File: config.mk
export PLATFORM = sky130hd
export DESIGN_NAME = fasu_top
export DESIGN_NICKNAME = d
export VERILOG_FILES = /design/src/fasu_pkg.sv /design/src/fasu_qual.sv /design/src/fasu_top.sv
export SDC_FILE = /design/constraint.sdc
export NUM_CORES = 1
export LEC_CHECK = 0
export BUFFER_PORTS_ARGS = -buffer_cell sky130_fd_sc_hd__buf_2
export CAP_MARGIN = 20
export CORE_MARGIN = 2
export CORE_UTILIZATION = 60
export CTS_CLUSTER_DIAMETER = 40
export DETAILED_ROUTE_END_ITERATION = 10
export PLACE_DENSITY = 0.79
export SYNTH_ARGS = -nofsm -noshare
export SYNTH_HDL_FRONTEND = slang
export SYNTH_SLANG_ARGS = --single-unit
File: constraint.sdc
create_clock -name sys_clk -period 14.75 [get_ports sys_clk]
set_input_delay 2.2125 -clock sys_clk [delete_from_list [all_inputs] [get_ports sys_clk]]
set_output_delay 2.2125 -clock sys_clk [all_outputs]
set_load 0.03 [all_outputs]
File: src/fasu_pkg.sv
package fasu_pkg;

	// Timing.
	localparam int CLK_PERIOD_NS = 8;
	localparam int QUAL_TIME_US = 500;
	localparam int QUAL_CYC_DEF = (QUAL_TIME_US * 1000 + CLK_PERIOD_NS - 1) / CLK_PERIOD_NS;
	localparam int CLR_TIME_US = 8;
	localparam int CLR_CYC = (CLR_TIME_US * 1000 + CLK_PERIOD_NS - 1) / CLK_PERIOD_NS;
	localparam logic [9:0] CLR_CNT_RST = 10'(CLR_CYC);

	// Register offsets.
	localparam logic [7:0] OFS_SWRST = 8'h01;
	localparam logic [7:0] OFS_STATUS = 8'h0B;
	localparam logic [7:0] OFS_MASK = 8'h0C;
	localparam logic [7:0] OFS_ACTION = 8'h0D;
	localparam logic [7:0] OFS_CODE = 8'h0E;

	// Status and mask field positions.
	localparam int ST_IFLT_LSB = 0;
	localparam int ST_VSHORT_LSB = 4;
	localparam int ST_OTEMP = 8;
	localparam int ST_CRC = 9;
	localparam int ST_WDT = 10;
	localparam int ST_HSMAX = 11;
	localparam int ST_PG_LSB = 12;
	localparam int ST_ALARM_W = 12;

	// Action field positions.
	localparam int ACT_OT_LSB = 0;
	localparam int ACT_OUT_LSB = 2;
	localparam int ACT_COM_LSB = 4;
	localparam int ACT_SATONLY = 6;

	// Reset values.
	localparam logic [15:0] MASK_RST = 16'h0000;
	localparam logic [15:0] ACTION_RST = 16'h0000;
	localparam logic [5:0] CODE_RST = 6'h00;

	typedef enum logic [1:0] {
		FASU_ACT_NONE = 2'b00,
		FASU_ACT_CODE = 2'b01,
		FASU_ACT_OFF = 2'b10,
		FASU_ACT_RSVD = 2'b11
	} fasu_act_t;

	// Analog comparator levels, asynchronous to sys_clk.
	typedef struct packed {
		logic [3:0] iout_open;
		logic [3:0] iout_compl;
		logic [3:0] conv_sat;
		logic [3:0] vout_short;
		logic [3:0] conv_at_max;
		logic [3:0] pos_ok;
		logic [3:0] neg_ok;
		logic over_temp;
	} fasu_pins_t;

	// Configuration from the device's own registers, same clock.
	typedef struct packed {
		logic [3:0] iout_en;
		logic [3:0] vout_en;
		logic [3:0] pos_arm_en;
		logic [3:0] neg_arm_en;
		logic [3:0] bb_powered;
		logic wdt_en;
		logic crc_en;
	} fasu_cfg_t;

	typedef struct packed {
		logic [15:0] cnt;
		logic hit;
	} fasu_qual_state_t;

	typedef struct packed {
		fasu_pins_t s1;
		fasu_pins_t s2;
		logic [ST_ALARM_W-1:0] flags;
		logic [15:0] mask;
		logic [15:0] action;
		logic [5:0] code;
		logic [3:0] latch;
		logic [3:0] chan_off;
		logic code_applied;
		logic [9:0] clr_cnt;
		logic alarm_drive;
		logic [15:0] rdata;
		logic rvalid;
	} fasu_state_t;

endpackage

File: src/fasu_qual.sv
module fasu_qual
	import fasu_pkg::*;
#(
	parameter logic [15:0] QUAL_CYC = 16'(QUAL_CYC_DEF)
) (
	// Clock and reset.
	input wire logic sys_clk,
	input wire logic rst_n,
	// Condition and qualified result.
	input wire logic cond,
	output logic hit
);

	fasu_qual_state_t q, n;

	// The result rises only after the condition has held for QUAL_CYC cycles.
	always_comb begin
		n = q;
		if (!cond) begin
			n.cnt = 16'h0000;
			n.hit = 1'b0;
		end else if (q.cnt == QUAL_CYC - 16'h0001) begin
			n.hit = 1'b1;
		end else begin
			n.cnt = q.cnt + 16'h0001;
		end
	end

	always_ff @(posedge sys_clk or negedge rst_n) begin
		if (!rst_n) begin
			q <= '0;
		end else begin
			q <= n;
		end
	end

	assign hit = q.hit;

	property p_qual_drop;
		@(posedge sys_clk) disable iff (!rst_n)
		!cond |=> !hit;
	endproperty
	a_qual_drop: assert property (p_qual_drop) else $error("qualified hit without condition");

	property p_qual_rise;
		@(posedge sys_clk) disable iff (!rst_n)
		$rose(hit) |-> $past(cond) && (q.cnt == QUAL_CYC - 16'h0001);
	endproperty
	a_qual_rise: assert property (p_qual_rise) else $error("hit rose before full time");

endmodule // fasu_qual

File: src/fasu_top.sv
// Function
// - Open current output held past qualification time raises an alarm.
// - Lost compliance headroom on an enabled current output, qualified, raises an alarm.
// - Over-temperature indication raises an alarm.
// - Enabled watchdog timeout and frame check error each raise an alarm.
// - Voltage output held at short limit past qualification time raises alarm.
// - Converter at its high-side maximum output raises an alarm.
// - Alarm is non-latched by default and releases when no condition remains.
// - Open current fault with converter powering channel latches the alarm low.
// - Latch released by flag clear, software reset, reset pin or power-on.
// - Current fault action 10 shuts the channel off on an open fault; alarm reverts non-latched.
// - Per-converter read-only supply good flag: at least one arm enabled and every enabled arm in range.
// - Alarm event sets a sticky flag, cleared by writing one.
// - Resets clear the flags, taking at least the minimum clear time.
// - A cleared flag sets again next cycle if its condition remains.
// - A set mask bit keeps its condition off the alarm output.
// - Choice of code-load action follows priority: temperature, output, then frame/watchdog.
// - Action 01 loads the six-bit fallback code into the converters.
// - Applied fallback code stays after the condition disappears.
// - Fallback code is applied as a step, bypassing slew stepping.
// - Compliance alarm may be limited to a saturated converter.
// - Power-on reset gives default registers and disabled outputs.
module fasu_top
	import fasu_pkg::*;
#(
	parameter logic [15:0] QUAL_CYC = 16'(QUAL_CYC_DEF)
) (
	// Clock and reset.
	input wire logic sys_clk,
	input wire logic rst_b,
	// Analog fault indications.
	input wire fasu_pins_t pins,
	// Configuration and serial-port events.
	input wire fasu_cfg_t cfg,
	input wire logic wdt_timeout,
	input wire logic crc_error,
	// Register port.
	input wire logic reg_wr,
	input wire logic reg_rd,
	input wire logic [7:0] reg_addr,
	input wire logic [15:0] reg_wdata,
	output logic [15:0] reg_rdata,
	output logic reg_rvalid,
	// Alarm pin, open drain.
	input wire logic alarm_i,
	output logic alarm_o,
	output logic alarm_oe_b,
	// Alarm actions.
	output logic [5:0] fallback_code,
	output logic fallback_apply,
	output logic [3:0] chan_off
);

	logic [1:0] rst_sync_q;
	logic rst_n;
	fasu_state_t q, n;
	fasu_pins_t p;
	logic [3:0] q_open, q_compl, q_short;
	logic [3:0] c_open, c_compl, c_short;
	logic [3:0] pg;
	logic [ST_ALARM_W-1:0] live, w1c;
	logic swrst;
	logic sat_only;
	fasu_act_t act_ot, act_out, act_com, act_sel;

	// Reset is released through two flip-flops.
	always_ff @(posedge sys_clk or negedge rst_b) begin
		if (!rst_b) begin
			rst_sync_q <= 2'h0;
		end else begin
			rst_sync_q <= {rst_sync_q[0], 1'b1};
		end
	end
	assign rst_n = rst_sync_q[1];

	assign p = q.s2;
	assign sat_only = q.action[ACT_SATONLY];
	assign act_ot = fasu_act_t'(q.action[ACT_OT_LSB +: 2]);
	assign act_out = fasu_act_t'(q.action[ACT_OUT_LSB +: 2]);
	assign act_com = fasu_act_t'(q.action[ACT_COM_LSB +: 2]);
	assign c_open = p.iout_open & cfg.iout_en;
	assign c_compl = p.iout_compl & cfg.iout_en & ({4{~sat_only}} | p.conv_sat);
	assign c_short = p.vout_short & cfg.vout_en;

	genvar g;
	generate
		for (g = 0; g < 4; g++) begin : g_ch
			fasu_qual #(.QUAL_CYC(QUAL_CYC)) u_open (
				.sys_clk(sys_clk),
				.rst_n(rst_n),
				.cond(c_open[g]),
				.hit(q_open[g])
			);
			fasu_qual #(.QUAL_CYC(QUAL_CYC)) u_compl (
				.sys_clk(sys_clk),
				.rst_n(rst_n),
				.cond(c_compl[g]),
				.hit(q_compl[g])
			);
			fasu_qual #(.QUAL_CYC(QUAL_CYC)) u_short (
				.sys_clk(sys_clk),
				.rst_n(rst_n),
				.cond(c_short[g]),
				.hit(q_short[g])
			);
			// Good only when every enabled arm is in range and one arm is on.
			assign pg[g] = (cfg.pos_arm_en[g] | cfg.neg_arm_en[g])
				& (~cfg.pos_arm_en[g] | p.pos_ok[g])
				& (~cfg.neg_arm_en[g] | p.neg_ok[g]);
		end
	endgenerate

	always_comb begin
		live = '0;
		live[ST_IFLT_LSB +: 4] = q_open | q_compl;
		live[ST_VSHORT_LSB +: 4] = q_short;
		live[ST_OTEMP] = p.over_temp;
		live[ST_CRC] = cfg.crc_en & crc_error;
		live[ST_WDT] = cfg.wdt_en & wdt_timeout;
		live[ST_HSMAX] = |p.conv_at_max;
	end

	assign swrst = reg_wr && (reg_addr == OFS_SWRST);
	assign w1c = (reg_wr && reg_addr == OFS_STATUS) ? reg_wdata[ST_ALARM_W-1:0] : '0;

	// Highest-priority active group chooses the action.
	always_comb begin
		if (live[ST_OTEMP]) begin
			act_sel = act_ot;
		end else if (|live[ST_VSHORT_LSB +: 4] || |live[ST_IFLT_LSB +: 4]) begin
			act_sel = act_out;
		end else if (q.flags[ST_CRC] || q.flags[ST_WDT]) begin
			act_sel = act_com;
		end else begin
			act_sel = FASU_ACT_NONE;
		end
	end

	always_comb begin
		n = q;
		n.s1 = pins;
		n.s2 = q.s1;
		n.rvalid = reg_rd;
		if (swrst) begin
			n.flags = '0;
			n.mask = MASK_RST;
			n.action = ACTION_RST;
			n.code = CODE_RST;
			n.latch = 4'h0;
			n.chan_off = 4'h0;
			n.code_applied = 1'b0;
			n.clr_cnt = CLR_CNT_RST;
		end else begin
			if (q.clr_cnt != 10'h000) begin
				n.clr_cnt = q.clr_cnt - 10'h001;
				n.flags = '0;
			end else begin
				n.flags = live | (q.flags & ~w1c);
				n.flags[ST_WDT] = n.flags[ST_WDT] & cfg.wdt_en;
			end
			if (reg_wr && reg_addr == OFS_MASK) begin
				n.mask = reg_wdata;
			end
			if (reg_wr && reg_addr == OFS_ACTION) begin
				n.action = reg_wdata;
			end
			if (reg_wr && reg_addr == OFS_CODE) begin
				n.code = reg_wdata[5:0];
			end
			// Latched only while the channel is not being shut off instead.
			n.latch = ((q.latch & ~w1c[ST_IFLT_LSB +: 4])
				| (q_open & cfg.bb_powered & ~q.mask[ST_IFLT_LSB +: 4]))
				& {4{act_out != FASU_ACT_OFF}};
			n.chan_off = q.chan_off & ~w1c[ST_IFLT_LSB +: 4];
			if (act_out == FASU_ACT_OFF) begin
				n.chan_off = n.chan_off | q_open;
			end
			if (act_sel == FASU_ACT_CODE) begin
				n.code_applied = 1'b1;
			end
		end
		n.alarm_drive = |((live | {8'h00, q.latch}) & ~q.mask[ST_ALARM_W-1:0]);
		unique case (reg_addr)
			OFS_STATUS: n.rdata = {pg, q.flags};
			OFS_MASK: n.rdata = q.mask;
			OFS_ACTION: n.rdata = q.action;
			OFS_CODE: n.rdata = {10'h000, q.code};
			default: n.rdata = 16'h0000;
		endcase
		if (!reg_rd) begin
			n.rdata = q.rdata;
		end
	end

	always_ff @(posedge sys_clk or negedge rst_n) begin
		if (!rst_n) begin
			q <= '0;
			q.mask <= MASK_RST;
			q.action <= ACTION_RST;
			q.code <= CODE_RST;
			q.clr_cnt <= CLR_CNT_RST;
		end else begin
			q <= n;
		end
	end

	assign reg_rdata = q.rdata;
	assign reg_rvalid = q.rvalid;
	assign alarm_o = 1'b0;
	assign alarm_oe_b = ~q.alarm_drive;
	assign fallback_code = q.code;
	assign fallback_apply = q.code_applied;
	assign chan_off = q.chan_off;

	property p_swrst_clear;
		@(posedge sys_clk) disable iff (!rst_n)
		swrst |=> (q.flags == '0) && (q.latch == 4'h0) && (q.clr_cnt == CLR_CNT_RST);
	endproperty
	a_swrst_clear: assert property (p_swrst_clear) else $error("software reset not clearing");

	property p_clr_hold;
		@(posedge sys_clk) disable iff (!rst_n)
		(q.clr_cnt == 10'h002) && !swrst ##1 !swrst |=> (q.flags == '0) && (q.clr_cnt == 10'h000);
	endproperty
	a_clr_hold: assert property (p_clr_hold) else $error("clear window wrong length");

	property p_w1c;
		@(posedge sys_clk) disable iff (!rst_n)
		q.flags[ST_OTEMP] && w1c[ST_OTEMP] && !live[ST_OTEMP] |=> !q.flags[ST_OTEMP];
	endproperty
	a_w1c: assert property (p_w1c) else $error("write one did not clear flag");

	property p_set_wins;
		@(posedge sys_clk) disable iff (!rst_n)
		live[ST_HSMAX] && (q.clr_cnt == 10'h000) && !swrst |=> q.flags[ST_HSMAX];
	endproperty
	a_set_wins: assert property (p_set_wins) else $error("live condition lost from flag");

	property p_masked;
		@(posedge sys_clk) disable iff (!rst_n)
		(q.mask[ST_ALARM_W-1:0] == 12'hFFF) |=> alarm_oe_b;
	endproperty
	a_masked: assert property (p_masked) else $error("masked condition drove alarm");

	property p_release;
		@(posedge sys_clk) disable iff (!rst_n)
		(live == '0) && (q.latch == 4'h0) |=> alarm_oe_b;
	endproperty
	a_release: assert property (p_release) else $error("alarm held with no cause");

	property p_latch_hold;
		@(posedge sys_clk) disable iff (!rst_n)
		q.latch[0] && !q.mask[0] && !w1c[0] && !swrst && (act_out != FASU_ACT_OFF)
		|=> !alarm_oe_b ##1 q.latch[0] || $past(w1c[0]) || $past(swrst)
		|| $past(act_out == FASU_ACT_OFF);
	endproperty
	a_latch_hold: assert property (p_latch_hold) else $error("latched alarm released early");

	property p_code_hold;
		@(posedge sys_clk) disable iff (!rst_n)
		fallback_apply && !swrst |=> fallback_apply;
	endproperty
	a_code_hold: assert property (p_code_hold) else $error("fallback code dropped");

	property p_prio;
		@(posedge sys_clk) disable iff (!rst_n)
		live[ST_OTEMP] && (act_ot == FASU_ACT_CODE) && !swrst |=> fallback_apply;
	endproperty
	a_prio: assert property (p_prio) else $error("temperature action not taken");

	property p_off;
		@(posedge sys_clk) disable iff (!rst_n)
		q_open[1] && (act_out == FASU_ACT_OFF) && !swrst |=> chan_off[1] && !q.latch[1];
	endproperty
	a_off: assert property (p_off) else $error("channel not shut off on fault");

	property p_ot_alarm;
		@(posedge sys_clk) disable iff (!rst_n)
		live[ST_OTEMP] && !q.mask[ST_OTEMP] |=> !alarm_oe_b;
	endproperty
	a_ot_alarm: assert property (p_ot_alarm) else $error("no temperature alarm");

	property p_crc_flag;
		@(posedge sys_clk) disable iff (!rst_n)
		cfg.crc_en && crc_error && (q.clr_cnt == 10'h000) && !swrst |=> q.flags[ST_CRC];
	endproperty
	a_crc_flag: assert property (p_crc_flag) else $error("frame error flag missing");

	property p_wdt_flag;
		@(posedge sys_clk) disable iff (!rst_n)
		cfg.wdt_en && wdt_timeout && (q.clr_cnt == 10'h000) && !swrst |=> q.flags[ST_WDT];
	endproperty
	a_wdt_flag: assert property (p_wdt_flag) else $error("watchdog flag missing");

	property p_act_step;
		@(posedge sys_clk) disable iff (!rst_n)
		(act_sel == FASU_ACT_CODE) && !swrst |=> fallback_apply;
	endproperty
	a_act_step: assert property (p_act_step) else $error("fallback code not applied");

	property p_rd_status;
		@(posedge sys_clk) disable iff (!rst_n)
		reg_rd && (reg_addr == OFS_STATUS) |=> reg_rvalid && (reg_rdata == {$past(pg), $past(q.flags)});
	endproperty
	a_rd_status: assert property (p_rd_status) else $error("status read wrong");

endmodule // fasu_top

== Word level (Yosys, flattened, before mapping) ==
Cells that the tools add are included.

* Word-level logic and storage cells: 229
* Input bits: 82
* Register bits: 351
* Output and inout bits: 30

* Bitwise gates (word level): 54
* Equality and inequality tests: 44
* Muxes and demuxes: 49
* Reductions and logical operators: 17
* Add/subtract/negate cells: 13

{| class="wikitable"
|+ Operator list
! kind !! number
|-
| 16-bit two-way mux || 14
|-
| 17-bit two-way mux || 12
|-
| 16-bit by 1-bit adder with 16-bit output, second input constant || 12
|-
| 16-bit == test, second input constant || 12
|-
| 69-bit two-way mux || 1
|-
| 16-bit case mux with 4 select lines || 1
|-
| 4-bit AND || 9
|-
| 8-bit by 4-bit == test with 1-bit output, second input constant || 4
|-
| 2-bit != test, second input constant || 13
|-
| 12-bit AND || 2
|-
| 12-bit two-way mux || 2
|-
| 2-bit by 1-bit != test with 1-bit output, second input constant || 12
|-
| 12-bit NOT || 2
|-
| 4-bit OR || 4
|-
| 1-bit two-way mux || 13
|-
| 1-bit OR || 12
|-
| 12-bit OR || 1
|-
| 12-bit by 4-bit OR with 12-bit output || 1
|-
| 12-bit OR reduction || 1
|-
| 4-bit OR reduction || 3
|-
| 1-bit AND || 11
|-
| 10-bit two-way mux || 1
|-
| 1-bit NOT || 10
|-
| 10-bit nonzero test || 1
|-
| other kinds (11) || 23
|}

== Logic depth before layout (Yosys ltp) ==
Gate-level depths: netlist of run 1.

* Word-level depth: 9
* Gate-level depth with buffers: 6
* Gate-level depth less buffers: 6

== Cells and area by module ==
From an unflattened synthesis of run 1, not the netlist that was laid out.

* Cell total of the unflattened synthesis: 1,697
* Area total of the unflattened synthesis: 17,665.7 µm²

{| class="wikitable"
|+ By module, submodules not included
! module !! area an instance (µm²) !! instances !! sequential area each (µm²) !! cells an instance
|-
| fasu_qual || 949.7 || 12 || 425.4 || 95
|-
| fasu_top || 6,269.8 || 1 || 3,686.0 || 557
|}

== Least setup slack after synthesis of run 1 ==
No wires, ideal clock.

* Path kind: input port to flip-flop
* Start: input port reg_addr[7]
* End: register q[64] (netlist bit)
* Path buffers: 2
* Slack: 10.939 ns
* Stages: 6
* Required time: 14.629 ns
* Setup time: 0.121 ns
* Data arrival time: 3.690 ns
* Cells stage by stage: or4_4 > or4_4 > buf_6 > buf_12 > mux2i_1 > nor2_1

* Word-level cells in the longest chain between the ends: 3
* Elaborated cells between the ends (all ways): 6
* Classes of those cells: 2 x eq/ne; 1 x mux; 3 x reduce/logical

{| class="wikitable"
|+ Ends and longest elaborated chain
! item !! line !! source
|-
| from (decl) || fasu_top.sv:40 || <nowiki>input wire logic [7:0] reg_addr,</nowiki>
|-
| 8-bit by 1-bit == test with 1-bit output / 8-bit by 4-bit == test with 1-bit output (equally long branches) || fasu_top.sv:123, fasu_top.sv:161 ||
|-
| 1-bit logical AND (on tied branches) || fasu_top.sv:123, fasu_top.sv:161 ||
|-
| 69-bit two-way mux / 2-bit nonzero test (equally long branches) || - ||
|-
| to (signal assigned) || fasu_top.sv:203 || <nowiki>q <= n;</nowiki>
|-
| to (decl) || fasu_top.sv:56 || <nowiki>fasu_state_t q, n;</nowiki>
|}

Parallel ways exist; a longest one is shown, timed or not.
A chain may end at the register's enable or synchronous reset.

==> results of run 1 <==
[critical path, delay by kind of cell]
kind | cells | cell delay (ns)
and+or+nand+nor | 3 | 1.80
buffers and inverters | 2 | 0.48
AOI/OAI and AO/OA | 1 | 0.14
[final cells by class]
class / count / area (um^2) / area share [%]
Clock inverter: 30 / 415 / 2.27
Sequential cell: 351 / 8790 / 48.0
Multi-Input combinational cell: 1061 / 6660 / 36.3
Clock buffer: 54 / 1230 / 6.72
Tap cell: 335 / 419 / 2.29
Timing Repair Buffer: 120 / 661 / 3.60
Inverter: 39 / 146 / 0.799
Antenna cell: 2 / 5.00 / 0.0273
[cells by family (layout without fill, tap and decap cells)]
logic type               count (synthesis)  after routing
buffers and inverters                  102            243
AND/OR/NAND/NOR                        625            625
XOR/XNOR                               114            114
adder cells (fa/ha/maj)                 14             14
AO/OA/AOI/OAI                          260            260
multiplexers                            46             46
other                                    2              4
flip-flops                             351            351
[worst min-delay path by stage]
| stage | slack, ns | endpoint | startpoint |
|---|---|---|---|
| 2_1_floorplan | 0.33 | live[8] | n[87] |
| 3_3_place_gp | 0.33 | p[24] | n[111] |
| 3_5_place_dp | 0.33 | p[12] | n[99] |
| 4_1_cts | 0.35 | p[9] | n[96] |
| 5_1_grt | 0.25 | n[106] | rst_sync_q[1] |
| 6_report | 0.21 | n[106] | rst_sync_q[1] |
[per-stage QoR]
| stage | hold slack, ns | total power [mW] |
|---|---|---|
| 2_1_floorplan | 0.331 | 1.11 |
| 3_5_place_dp | 0.335 | 1.16 |
| 4_1_cts | 0.348 | 2.34 |
| 5_1_grt | 0.245 | 2.40 |
| 6_report | 0.214 | 2.33 |
| 3_3_place_gp | 0.332 | 1.15 |
[cell usage in the layout, fill, tap and decap left out, drive strengths merged, types with 6 or more instances in the layout]
cell | synthesis | layout
a21boi | 8 | 8
a21oi | 90 | 90
a22o | 19 | 19
a22oi | 21 | 21
a311oi | 11 | 11
a31o | 8 | 8
and3 | 15 | 15
and4 | 12 | 12
buf | 34 | 120
bufinv | 0 | 7
clkbuf | 29 | 54
dfrtp | 345 | 345
dfstp | 6 | 6
ha | 14 | 14
inv | 38 | 52
mux2i | 44 | 44
nand2 | 81 | 81
nand2b | 15 | 15
nand3 | 85 | 85
nand3b | 16 | 16
nand4 | 32 | 32
nand4b | 8 | 8
nor2 | 175 | 175
nor2b | 8 | 8
nor3 | 35 | 35
nor4 | 43 | 43
nor4b | 15 | 15
nor4bb | 11 | 11
o211ai | 7 | 7
o21ai | 50 | 50
o31ai | 9 | 9
or3 | 41 | 41
or4 | 19 | 19
xnor2 | 69 | 69
xor2 | 45 | 45
[registers in the layout, summed over array words and instances (netlist names), 6 cells and up]
signal and count:
reg_rdata 16, fallback_code 6, g_ch.u_compl.q 64, g_ch.u_short.q 64, p 28, q 53
n 29, g_ch.u_open.q 64
[routing by layer]
| layer | wire, um | track usage (%) | vias up |
|---|---|---|---|
| met1 | 15400 | 36.0 | 6048 |
| met2 | 16900 | 40.9 | 405 |
| met4 | 1040 | 9.22 | 0 |
| li1 | - | - | 5671 |
| met5 | 0 | 0 | - |
| met3 | 2270 | 4.78 | 74 |
[power groups by stage]
stage / Clock [mW] / Sequential (mW) / Combinational (mW)
after floorplan: 0 / 1.05 / 0.0681
after global placement: 0 / 1.04 / 0.111
after detailed placement: 0 / 1.04 / 0.115
after CTS: 1.20 / 1.03 / 0.116
after global routing: 1.24 / 1.03 / 0.133
final: 1.19 / 1.02 / 0.119
==> run summary, run 1 <==
The final RePlAce weighted congestion is between 0.8 and 0.9. The via density per instance is 6.12. The net switching share of the total power is 23.7%. The layout overhead on the synthesized area came out at 14.9%.

Global routing finished with a remaining overflow of 0. The final count of negative-setup-slack endpoints came out at 0. The xor and xnor fraction of the mapped netlist area came out at 6.26%. The count of non-filler cells in the finished layout is 1992. The sum of net half-perimeters after detailed placement is between 20000 and 25000 um. The aggregate routed wire length is ~36000 um. The most used flip-flop cell after synthesis is sky130_fd_sc_hd__dfrtp_1. The top-level I/O count came out at 112. The floorplan step defined a die boundary enclosing approximately 28000 um^2.

For this run, the register share of the synthesized area comes to 55.1%. The startpoint type of the worst setup path is an input pin. The maximum clock insertion buffer count came out at 3. The worst endpoint data arrival time is 4.64 ns.

The first global-routing pass estimated 59600 um of wire. The final routed DRC violation total came out at 0. The transition time at the pin with the least slew margin is 1.06 ns. The number of distinct library cells after synthesis is 65. The most critical setup path has its endpoint at q[85]. The cell accounting for the most synthesized area is sky130_fd_sc_hd__dfrtp_1. The number of violations reported at the end of detailed-routing iteration 0 is 957. In the synthesized netlist the async set-or-reset flop fraction comes to 100%.

The insertion delay to the later sink of the worst-skew pair is 0.55 ns. The combinational cell fraction of total power is 5.1%. The filler cells instantiated in the layout total 1914.

Yosys instantiated no cell more often than sky130_fd_sc_hd__dfrtp_1. The min-delay analysis places its worst path in the category flip-flop to async pin. The via count of the routed design is between 10000 and 15000. The number of slew-limit violations in the final report is 0. In this run the power spent charging and discharging nets is 552 uW.

The worst setup path is of the input pin to flip-flop kind. Dividing the final minimum period by the clock period gives 28.5%. Summed over all failing endpoints, the final setup total negative slack is 0 ns. The leakage component of the power came out at 7.90 nW.

The final number of hold-violating endpoints came out at 0. The share of the core filled with cells in the final layout came out at 70.3%. The yosys synthesis warning count came out at 0. On the final layout, the worst clock skew is 0.0149 ns. In this run, post-CTS repair resized a total of 0 instances.

Including well taps, the total number of placed cells is 1905. Of the total power, the clock network draws about half. Before CTS, the worst setup slack after placement is between 10 and 15 ns. Summing all non-filler instances in the final layout gives an area of roughly 18000 um^2. In this run the mean area of a mapped cell was 10.5 um^2.

The final layout contains between 1500 and 2000 nets. The H-tree was split into 2 levels. The capture point of the worst reg-to-reg path is q[80].

The number of rows created at floorplan came out at slightly below 60. The starting utilization of the core area came out at approximately three fifths. After detailed placement, the total cell area comes to about 17000 um^2. The die span in x came out at 167 um. The count of flip-flops with a built-in enable after synthesis came out at 0. The floorplan core area is 26100 um^2. Measured against its own limit, the worst slew margin works out to 28.5%.

The post-CTS setup buffer count is 0. The part of the total power dissipated in sequential elements is 44.0%. The detailed-router iteration count before antenna repair came out at 5. The worst setup path is captured at a flip-flop. The fraction of the mapped netlist area in adder cells came out at 1.10%. The port buffer count is 109. By area the synthesized netlist is led by sky130_fd_sc_hd__dfrtp_1 (54%), sky130_fd_sc_hd__nor2_1 (4.1%), sky130_fd_sc_hd__xnor2_1 (3.8%). In this run the critical register-to-register path is launched from q[18].

The synthesized-area fraction occupied by ao, oa, aoi and oai cells is 10.6%. After synthesis, the largest family of logic cells by area is simple AND/OR/NAND/NOR gates. The slowest stage of the critical path is the sky130_fd_sc_hd__nor4_1 cell. The post-synthesis sequential element count is 351. The peak ir drop on the vdd network is 149 uV. The TritonCTS buffer count came out at 45. Of the cells placed in the final design, the portion with a size suffix greater than 1 is 13.7%.

The basic-gate share of the synthesized area counting and, or, nand and nor cells is 20.8%. The flow ran to the end, and the final reports show no timing, DRC or antenna violations. The peak per-stage delay on the critical path is ~0.90 ns.

The area share of the largest cell type after synthesis came out at 54.1%. The critical path starts at reg_addr[7]. The clock net in this run drives a total of 351 sinks. TritonCTS built the clock tree. The multiplexer share of the synthesized area is 2.90%. The synthesized netlist net count came out at around 1600. The number of global-route vias before repair is around 12000. The least setup slack across all paths after layout is 10.54 ns. The initial antenna violation count is 2. The cell depth of the worst flop-to-flop path is 6. The maximum number of pins on one net before global-route repair is approximately 200. For this run, the total global-route usage over all layers was measured as 25.8%. The critical path goes through buf_2, nor4_1, and4_1, buf_4, nor2_1, o211a_1. Power spread over the standard cell area amounts to 127 nW/um^2. CTS placed an instance of sky130_fd_sc_hd__clkbuf_16 at the clock tree root.

The routed wire length per instance came out at 17.9 um. Clock-pin slew was measured on the worst setup and hold paths at about 0.060 ns. The fmax is 238 MHz. Sorting the synthesized cells by how often they occur yields sky130_fd_sc_hd__dfrtp_1 (345), sky130_fd_sc_hd__nor2_1 (175), sky130_fd_sc_hd__a21oi_1 (90). The mapped cell area came out at ~16000 um^2.

The internal portion of total power came out at 1.78 mW. The largest fanout on the critical path is 17. Max-cap violations in this run came to 0.

The chip height came out at around 170 um. The detail route stage leaves a number of antenna-violating nets equal to 0. For the worst setup path, the data required time is 15.18 ns. Across all register-to-register paths, the minimum setup slack is between 10 and 15 ns. Setup repair after global routing left no endpoint under its margin. The gate count after technology mapping is approximately 1500. For the finished layout, the period the worst path requires is 4.21 ns.

The number of hold buffers added after cts came out at 0.
Power figures use the tool's default switching activity.
==> run 2, diff against run 1 <==
- clock period: 14.75 -> 4.1 ns (I/O delays scaled with it)
==> run 2 against run 1 <==
Against the previous run: clock power rose to 3.4 times the previous value; clock-buffer cell count up 2; final area is essentially flat; highest routed layer is now met5; largest power group unchanged; combinational power grew to 3.7 times the previous value; sequential share of layout area about the same; register-to-register slack got worse by 11 ns; critical path depth fell by 1.
==> run summary, run 2 (synthesis gave the netlist of run 1 again) <==
The run finished with clean final reports. The power density relative to cell area is 443 nW/um^2 (+250%). The number of clock sinks is 351 (unchanged).

The transition time at the pin with the least slew margin is 1.18 ns (+0.115 ns). In the final layout, the registers with the most flip-flops are g_ch.u_compl.q (64), g_ch.u_open.q (64), g_ch.u_short.q (64). The total track usage came out at 26.2% (+0.37 points). The worst min-delay path endpoint is n[107]. In this run the critical register-to-register path is captured at q[82]. The total area of multi-input combinational cells is 6660 um^2 (unchanged). The met3 track demand over resource is 4.87% (+0.095 points). The worst endpoint required time came out at 4.49 ns (-10.69 ns). The post-CTS setup buffer count is 0 (unchanged). The insertion delay to the later sink of the worst-skew pair is 0.55 ns (about the same). The final routed DRC violation total is 0 (unchanged). The starting utilization of the core area is 61.2% (unchanged). Leaving out fill and tap cells, the most frequent cell in the layout is sky130_fd_sc_hd__dfrtp_1. The cell count after placement came out at 1911 (+0.31%).

In the layout the commonest cells are sky130_fd_sc_hd__dfrtp_1 (344), sky130_fd_sc_hd__nor2_1 (175), sky130_fd_sc_hd__buf_2 (109). The worst reg-to-reg setup slack came out at 1.52 ns (-10.66 ns). The top-level I/O count came out at 112 (unchanged). The TritonCTS buffer count was 46 (+2.2%). The area occupied by registers is 8790 um^2 (unchanged). The final count of negative-setup-slack endpoints came out at 0 (unchanged). The standard cell area after detailed placement is 16700 um^2 (+0.42%). The floorplan core area came out at 26100 um^2 (unchanged).

The leakage component of the power is 7.90 nW (about the same). The number of instances resized during post-cts repair came out at 0 (unchanged). The start point of the worst min-delay path is pins[20]. The port buffer count is 109 (unchanged).

The post-route cell area came to 18300 um^2 (about the same). The time the final worst path needs with I/O delays and setup came out at 2.69 ns. The die span in x is 167 um (unchanged). The peak ir drop on the vdd network is 444 uV (+200%). The worst setup path is launched from an input pin. The sum of net half-perimeters after detailed placement is 23400 um (+1.9%). The worst endpoint data arrival time was 3.08 ns (-1.56 ns). The source of the worst register-to-register timing path is q[18]. The worst path uses 65.6% of the clock period. The endpoint class of the critical path is a flip-flop. The instance count along the most critical hold path is 1. The max-slew headroom at the worst pin came out at 20.7% (-7.8 points).

The met1 track demand over resource came out at 36.2% (+0.23 points). The overall die area is 27900 um^2 (unchanged). The fmax is around 370 MHz. In this run the clock root is driven by a sky130_fd_sc_hd__clkbuf_16.

The detailed-router iteration count before antenna repair came out at 5 (unchanged). The share of the core filled with cells in the final layout was 70.3% (about the same). The worst slack at placement was 1.06 ns (-9.04 ns).

TritonCTS built the clock tree. The remaining antenna violation count after routing came out at 0 (unchanged). The initial antenna violation count came out at 5 (+3). The count of non-filler cells in the finished layout is 2000 (+0.40%). The wire length of the first global-routing pass is 60200 um (+0.89%). The number of violations reported at the end of detailed-routing iteration 0 came out at 1022 (+6.8%). Setup repair after global routing left no endpoint under its margin. The highest-utilization routing layer at the global route stage is met2.

The number of global-route vias before repair is 12100 (+1.6%). The via count of the routed design is 12200 (+0.16%). The setup total negative slack came out at 0 ns (unchanged).

The least setup slack across all paths after layout came out at 1.41 ns (-9.13 ns). The final-stage net count is 1722 (+0.47%). The critical path is of the input pin to flip-flop type. The tightest min-delay check is of the input pin to flip-flop type. The peak per-stage delay on the critical path is 0.99 ns (+0.09 ns). The final number of hold-violating endpoints is 0 (unchanged). The filler cell count came out at 1869 (-2.4%). The aggregate routed wire length is 35800 um (+0.57%).

The number of rows created at floorplan came out at 59 (unchanged). The maximum number of pins on one net before global-route repair came out at 80 (-60%). The clock-pin slew of the registers on the worst-case setup and hold paths is 0.06 ns (about the same). The largest individual stage delay along the critical path comes from the cell sky130_fd_sc_hd__nor4_1.

The routed wire length per instance is 17.9 um (+0.16%). The cell depth of the worst flop-to-flop path is 6 (unchanged). The setup skew after layout came to 0.0186 ns (+0.00371 ns).

The number of hold buffers added after cts is 1 (+1). The largest fanout on the critical path is 10 (-7). The signal on the critical path passes through buf_2, nor4_1, nand4_1, nand3_1, a311oi_1.

The met2 routing resource usage after global routing was 41.5% (+0.61 points). The maximum clock insertion buffer count came out at 3 (unchanged). The total overflow reported by the global router is 0 (unchanged). The maximum level of the CTS H-tree was 2 (unchanged). The max-cap violation count is 0 (unchanged). The ratio of cells with drive above 1 in the final layout came out at 14.0% (+0.30 points). The layout overhead on the synthesized area came out at 14.8% (about the same). The chip height is 167 um (unchanged). The final RePlAce weighted congestion is 0.857 (-0.12%).

The via density per instance came out at 6.11 (-0.24%). The number of slew-limit violations in the final report is 0 (unchanged).
## run 2: how the worst max path moves through the flow
stage | slack, ns | from | endpoint | cells after the start
5_1_grt | 1.38 | reg_addr[7] | q[75] | 5
2_1_floorplan | 0.64 | rst_sync_q[1] | act_com[0] | 0
3_3_place_gp | 1.17 | reg_addr[7] | q[81] | 5
3_5_place_dp | 1.06 | reg_addr[7] | q[82] | 5
6_report | 1.41 | reg_addr[7] | q[75] | 5
4_1_cts | 1.57 | reg_addr[7] | q[75] | 5
## run 2: area by class of cell
class	instances	area share (%)
Antenna cell	3	0.0410
Clock buffer	56	6.88
Clock inverter	28	1.59
Inverter	39	0.799
Multi-Input combinational cell	1061	36.3
Sequential cell	351	48.0
Tap cell	335	2.29
Timing Repair Buffer	127	4.04
## run 2: per-stage QoR
step	total power, mW	hold WS, ns
finish	8.12	0.168
global route	8.39	0.155
CTS	8.18	0.147
detailed placement	4.17	0.335
global placement	4.15	0.332
floorplan	4.01	0.319
## run 2: critical path, delay by kind of cell
kind            cells  cell delay [ns]
compound gates      1             0.12
simple gates        3             2.23
buf+inv             1             0.10
## run 2: power breakdown
group / total, mW / switching, mW / internal (mW)
clock network: 3.99 / 1.62 / 2.38
registers: 3.68 / 0.0925 / 3.59
logic: 0.439 / 0.278 / 0.161
total: 8.12 / 1.99 / 6.13
## run 2: per-layer routing
metal  vias to the layer above  wire length (um)
met2                       378             16800
met5                         -                25
met3                       108              2310
met4                         4              1230
li1                       5701                 -
met1                      6026             15400
==> run 3, diff against run 2 <==
- clock period: 4.1 -> 2.81 ns (I/O delays scaled with it)
==> run 3 against run 2 <==
Against the previous run: die area is the same; clock power grew 55%; flip-flop and latch count is the same; worst hold slack lost 0.13 ns; critical path depth grew 1; register-to-register slack lost 1.2 ns; wire length grew 2.0%; power grew 51%; first-iteration DRC count shrank 18%; largest power group unchanged; highest routed layer unchanged.
==> run summary, run 3 (synthesis gave the netlist of run 1 again) <==
The number of global-route vias before repair is 12200 (+1.1%). The post-CTS setup buffer count is 0 (unchanged). The critical path is of the flip-flop to flip-flop type. The setup skew after layout is 0.0189 ns (+0.000279 ns). The startpoint type of the worst setup path is a flip-flop. The max-cap violation count came out at 0 (unchanged).

The number of rows created at floorplan is 59 (unchanged). The number of hold buffers added after cts is 30 (+29). The aggregate routed wire length was 36600 um (+2.0%). The maximum clock insertion buffer count is 3 (unchanged). The time the final worst path needs with I/O delays and setup is 2.48 ns. The number of instances resized during post-cts repair came out at 0 (unchanged). The library cell used most frequently in the layout, excluding fill and tap cells, is sky130_fd_sc_hd__dfrtp_1.

The wire length of the first global-routing pass was 60300 um (+0.26%). The final RePlAce weighted congestion is 0.832 (-3.0%). The overall die area was 27900 um^2 (unchanged). The top-level I/O count came to 112 (unchanged). The initial antenna violation count came out at 4 (-1). The classification of the worst-slack hold path is input pin to flip-flop. The peak ir drop on the vdd network was 667 uV (+50%). The via density per instance came out at 6.03 (-1.3%). The final number of hold-violating endpoints is 0 (unchanged). The worst endpoint data arrival time was 2.92 ns (-0.16 ns). The fraction of the cycle the final worst path needs came out at 88.3%. The number of clock sinks was 351 (unchanged). The largest registers in the layout are g_ch.u_compl.q (64), g_ch.u_open.q (64), g_ch.u_short.q (64). The via count of the routed design came out at 12300 (+0.46%). The number of violations reported at the end of detailed-routing iteration 0 came out at 840 (-18%). The chip height came to 167 um (unchanged). The share of the core filled with cells in the final layout came out at 71.9% (+1.6 points). The worst reg-to-reg setup slack came to 0.33 ns (-1.19 ns). The detailed-router iteration count before antenna repair came out at 5 (unchanged).

The total power draw came out at 12.2 mW (+51%). The max-slew headroom at the worst pin is 41.7% (+21 points). CTS placed an instance of sky130_fd_sc_hd__clkbuf_16 at the clock tree root. The flow ran to the end, and the final reports show no timing, DRC or antenna violations. The final count of negative-setup-slack endpoints came out at 0 (unchanged). The transition time at the pin with the least slew margin is 0.871 ns (-0.307 ns). The top cell types in the final layout, fill and taps aside, are sky130_fd_sc_hd__dfrtp_1 (344), sky130_fd_sc_hd__nor2_1 (175), sky130_fd_sc_hd__buf_2 (109).

The fmax is between 400 and 500 MHz. The sum of net half-perimeters after detailed placement is 23500 um (+0.39%). The worst setup path is captured at a flip-flop. The routed wire length per instance was 18.0 um (+0.22%). The port buffer count was 109 (unchanged). The ratio of cells with drive above 1 in the final layout is 13.9% (-0.11 points). The total overflow reported by the global router is 0 (unchanged). Setup repair after global routing left no endpoint under its margin. The insertion delay to the later sink of the worst-skew pair is 0.55 ns (about the same). TritonCTS built the clock tree. The final routed DRC violation total came out at 0 (unchanged). The largest fanout on the critical path came out at 10 (unchanged). The maximum level of the CTS H-tree came out at 2 (unchanged). The layout overhead on the synthesized area came out at 17.5%. The TritonCTS buffer count is 46 (unchanged). The leakage component of the power was 8.09 nW (+2.4%). The final-stage net count is 1756 (+2.0%).

The power density relative to cell area is 653 nW/um^2 (+47%). The worst endpoint required time is 3.24 ns (-1.25 ns). The maximum number of pins on one net before global-route repair is 83 (+3.8%). The remaining antenna violation count after routing is 0 (unchanged).

The floorplan core area was 26100 um^2 (unchanged). The count of non-filler cells in the finished layout was 2036 (+1.8%). The clock-pin slew of the registers on the worst-case setup and hold paths came out at 0.06 ns (about the same).

The total track usage was 26.2% (+0.079 points). The cell count after placement is 1917 (+0.31%). The die span in x is 167 um (unchanged). The number of slew-limit violations in the final report is 0 (unchanged). The starting utilization of the core area came out at 61.2% (unchanged).
## run 3: worst paths after layout
kind | from | to | cells after the start
min reg2reg | rst_sync_q[1] | g_ch[3].u_open.q[9] | 0
max in group asynchronous | rst_sync_q[1] | q[24] | 1
min | reg_rd | reg_rvalid | 1
max reg2reg | q[18] | q[76] | 6
max | q[18] | q[76] | 6
min in group asynchronous | rst_b | rst_sync_q[1] | 2
## run 3: worst max-delay path, cell delays in order, from the launching register on
cell                       delay (ns)
sky130_fd_sc_hd__dfrtp_1         0.42
sky130_fd_sc_hd__inv_1           0.11
sky130_fd_sc_hd__ha_1            0.19
sky130_fd_sc_hd__nor4b_1         0.40
sky130_fd_sc_hd__and2_0          0.32
sky130_fd_sc_hd__nand3_1         0.49
sky130_fd_sc_hd__a311oi_1        0.44
## run 3: area by class of cell
class	instances	area, um^2
flip-flops and latches	351	8790
fillers	1841	7330
multi-input cells	1061	6660
clock buffers	58	1260
repair buffers	161	1060
well taps	335	419
clock inverters	27	389
inverters	39	146
diodes	4	10.0
## run 3: through the flow
step	setup TNS (ns)	worst slack (ns)	instance area [um^2]	hold slack, ns
2_1_floorplan	-224.30	-0.654	16000	0.126
3_3_place_gp	0	0.452	16800	0.208
3_5_place_dp	0	0.376	16800	0.211
4_1_cts	0	0.342	18700	0.0269
5_1_grt	0	0.145	18700	0.0272
6_report	0	0.328	18700	0.0390
## run 3: report_power, final
| group | internal (mW) | switching [mW] |
|---|---|---|
| combinational | 0.263 | 0.403 |
| clock | 3.87 | 2.31 |
| sequential | 5.24 | 0.141 |
| total | 9.37 | 2.86 |
## run 3: per-layer routing
metal	routed length, um	track usage [%]	share of wire [%]
met1	15900	35.9	44
met4	894	8.96	2.4
met2	17700	42.6	48
met5	13	0	0.036
met3	2080	4.90	5.7
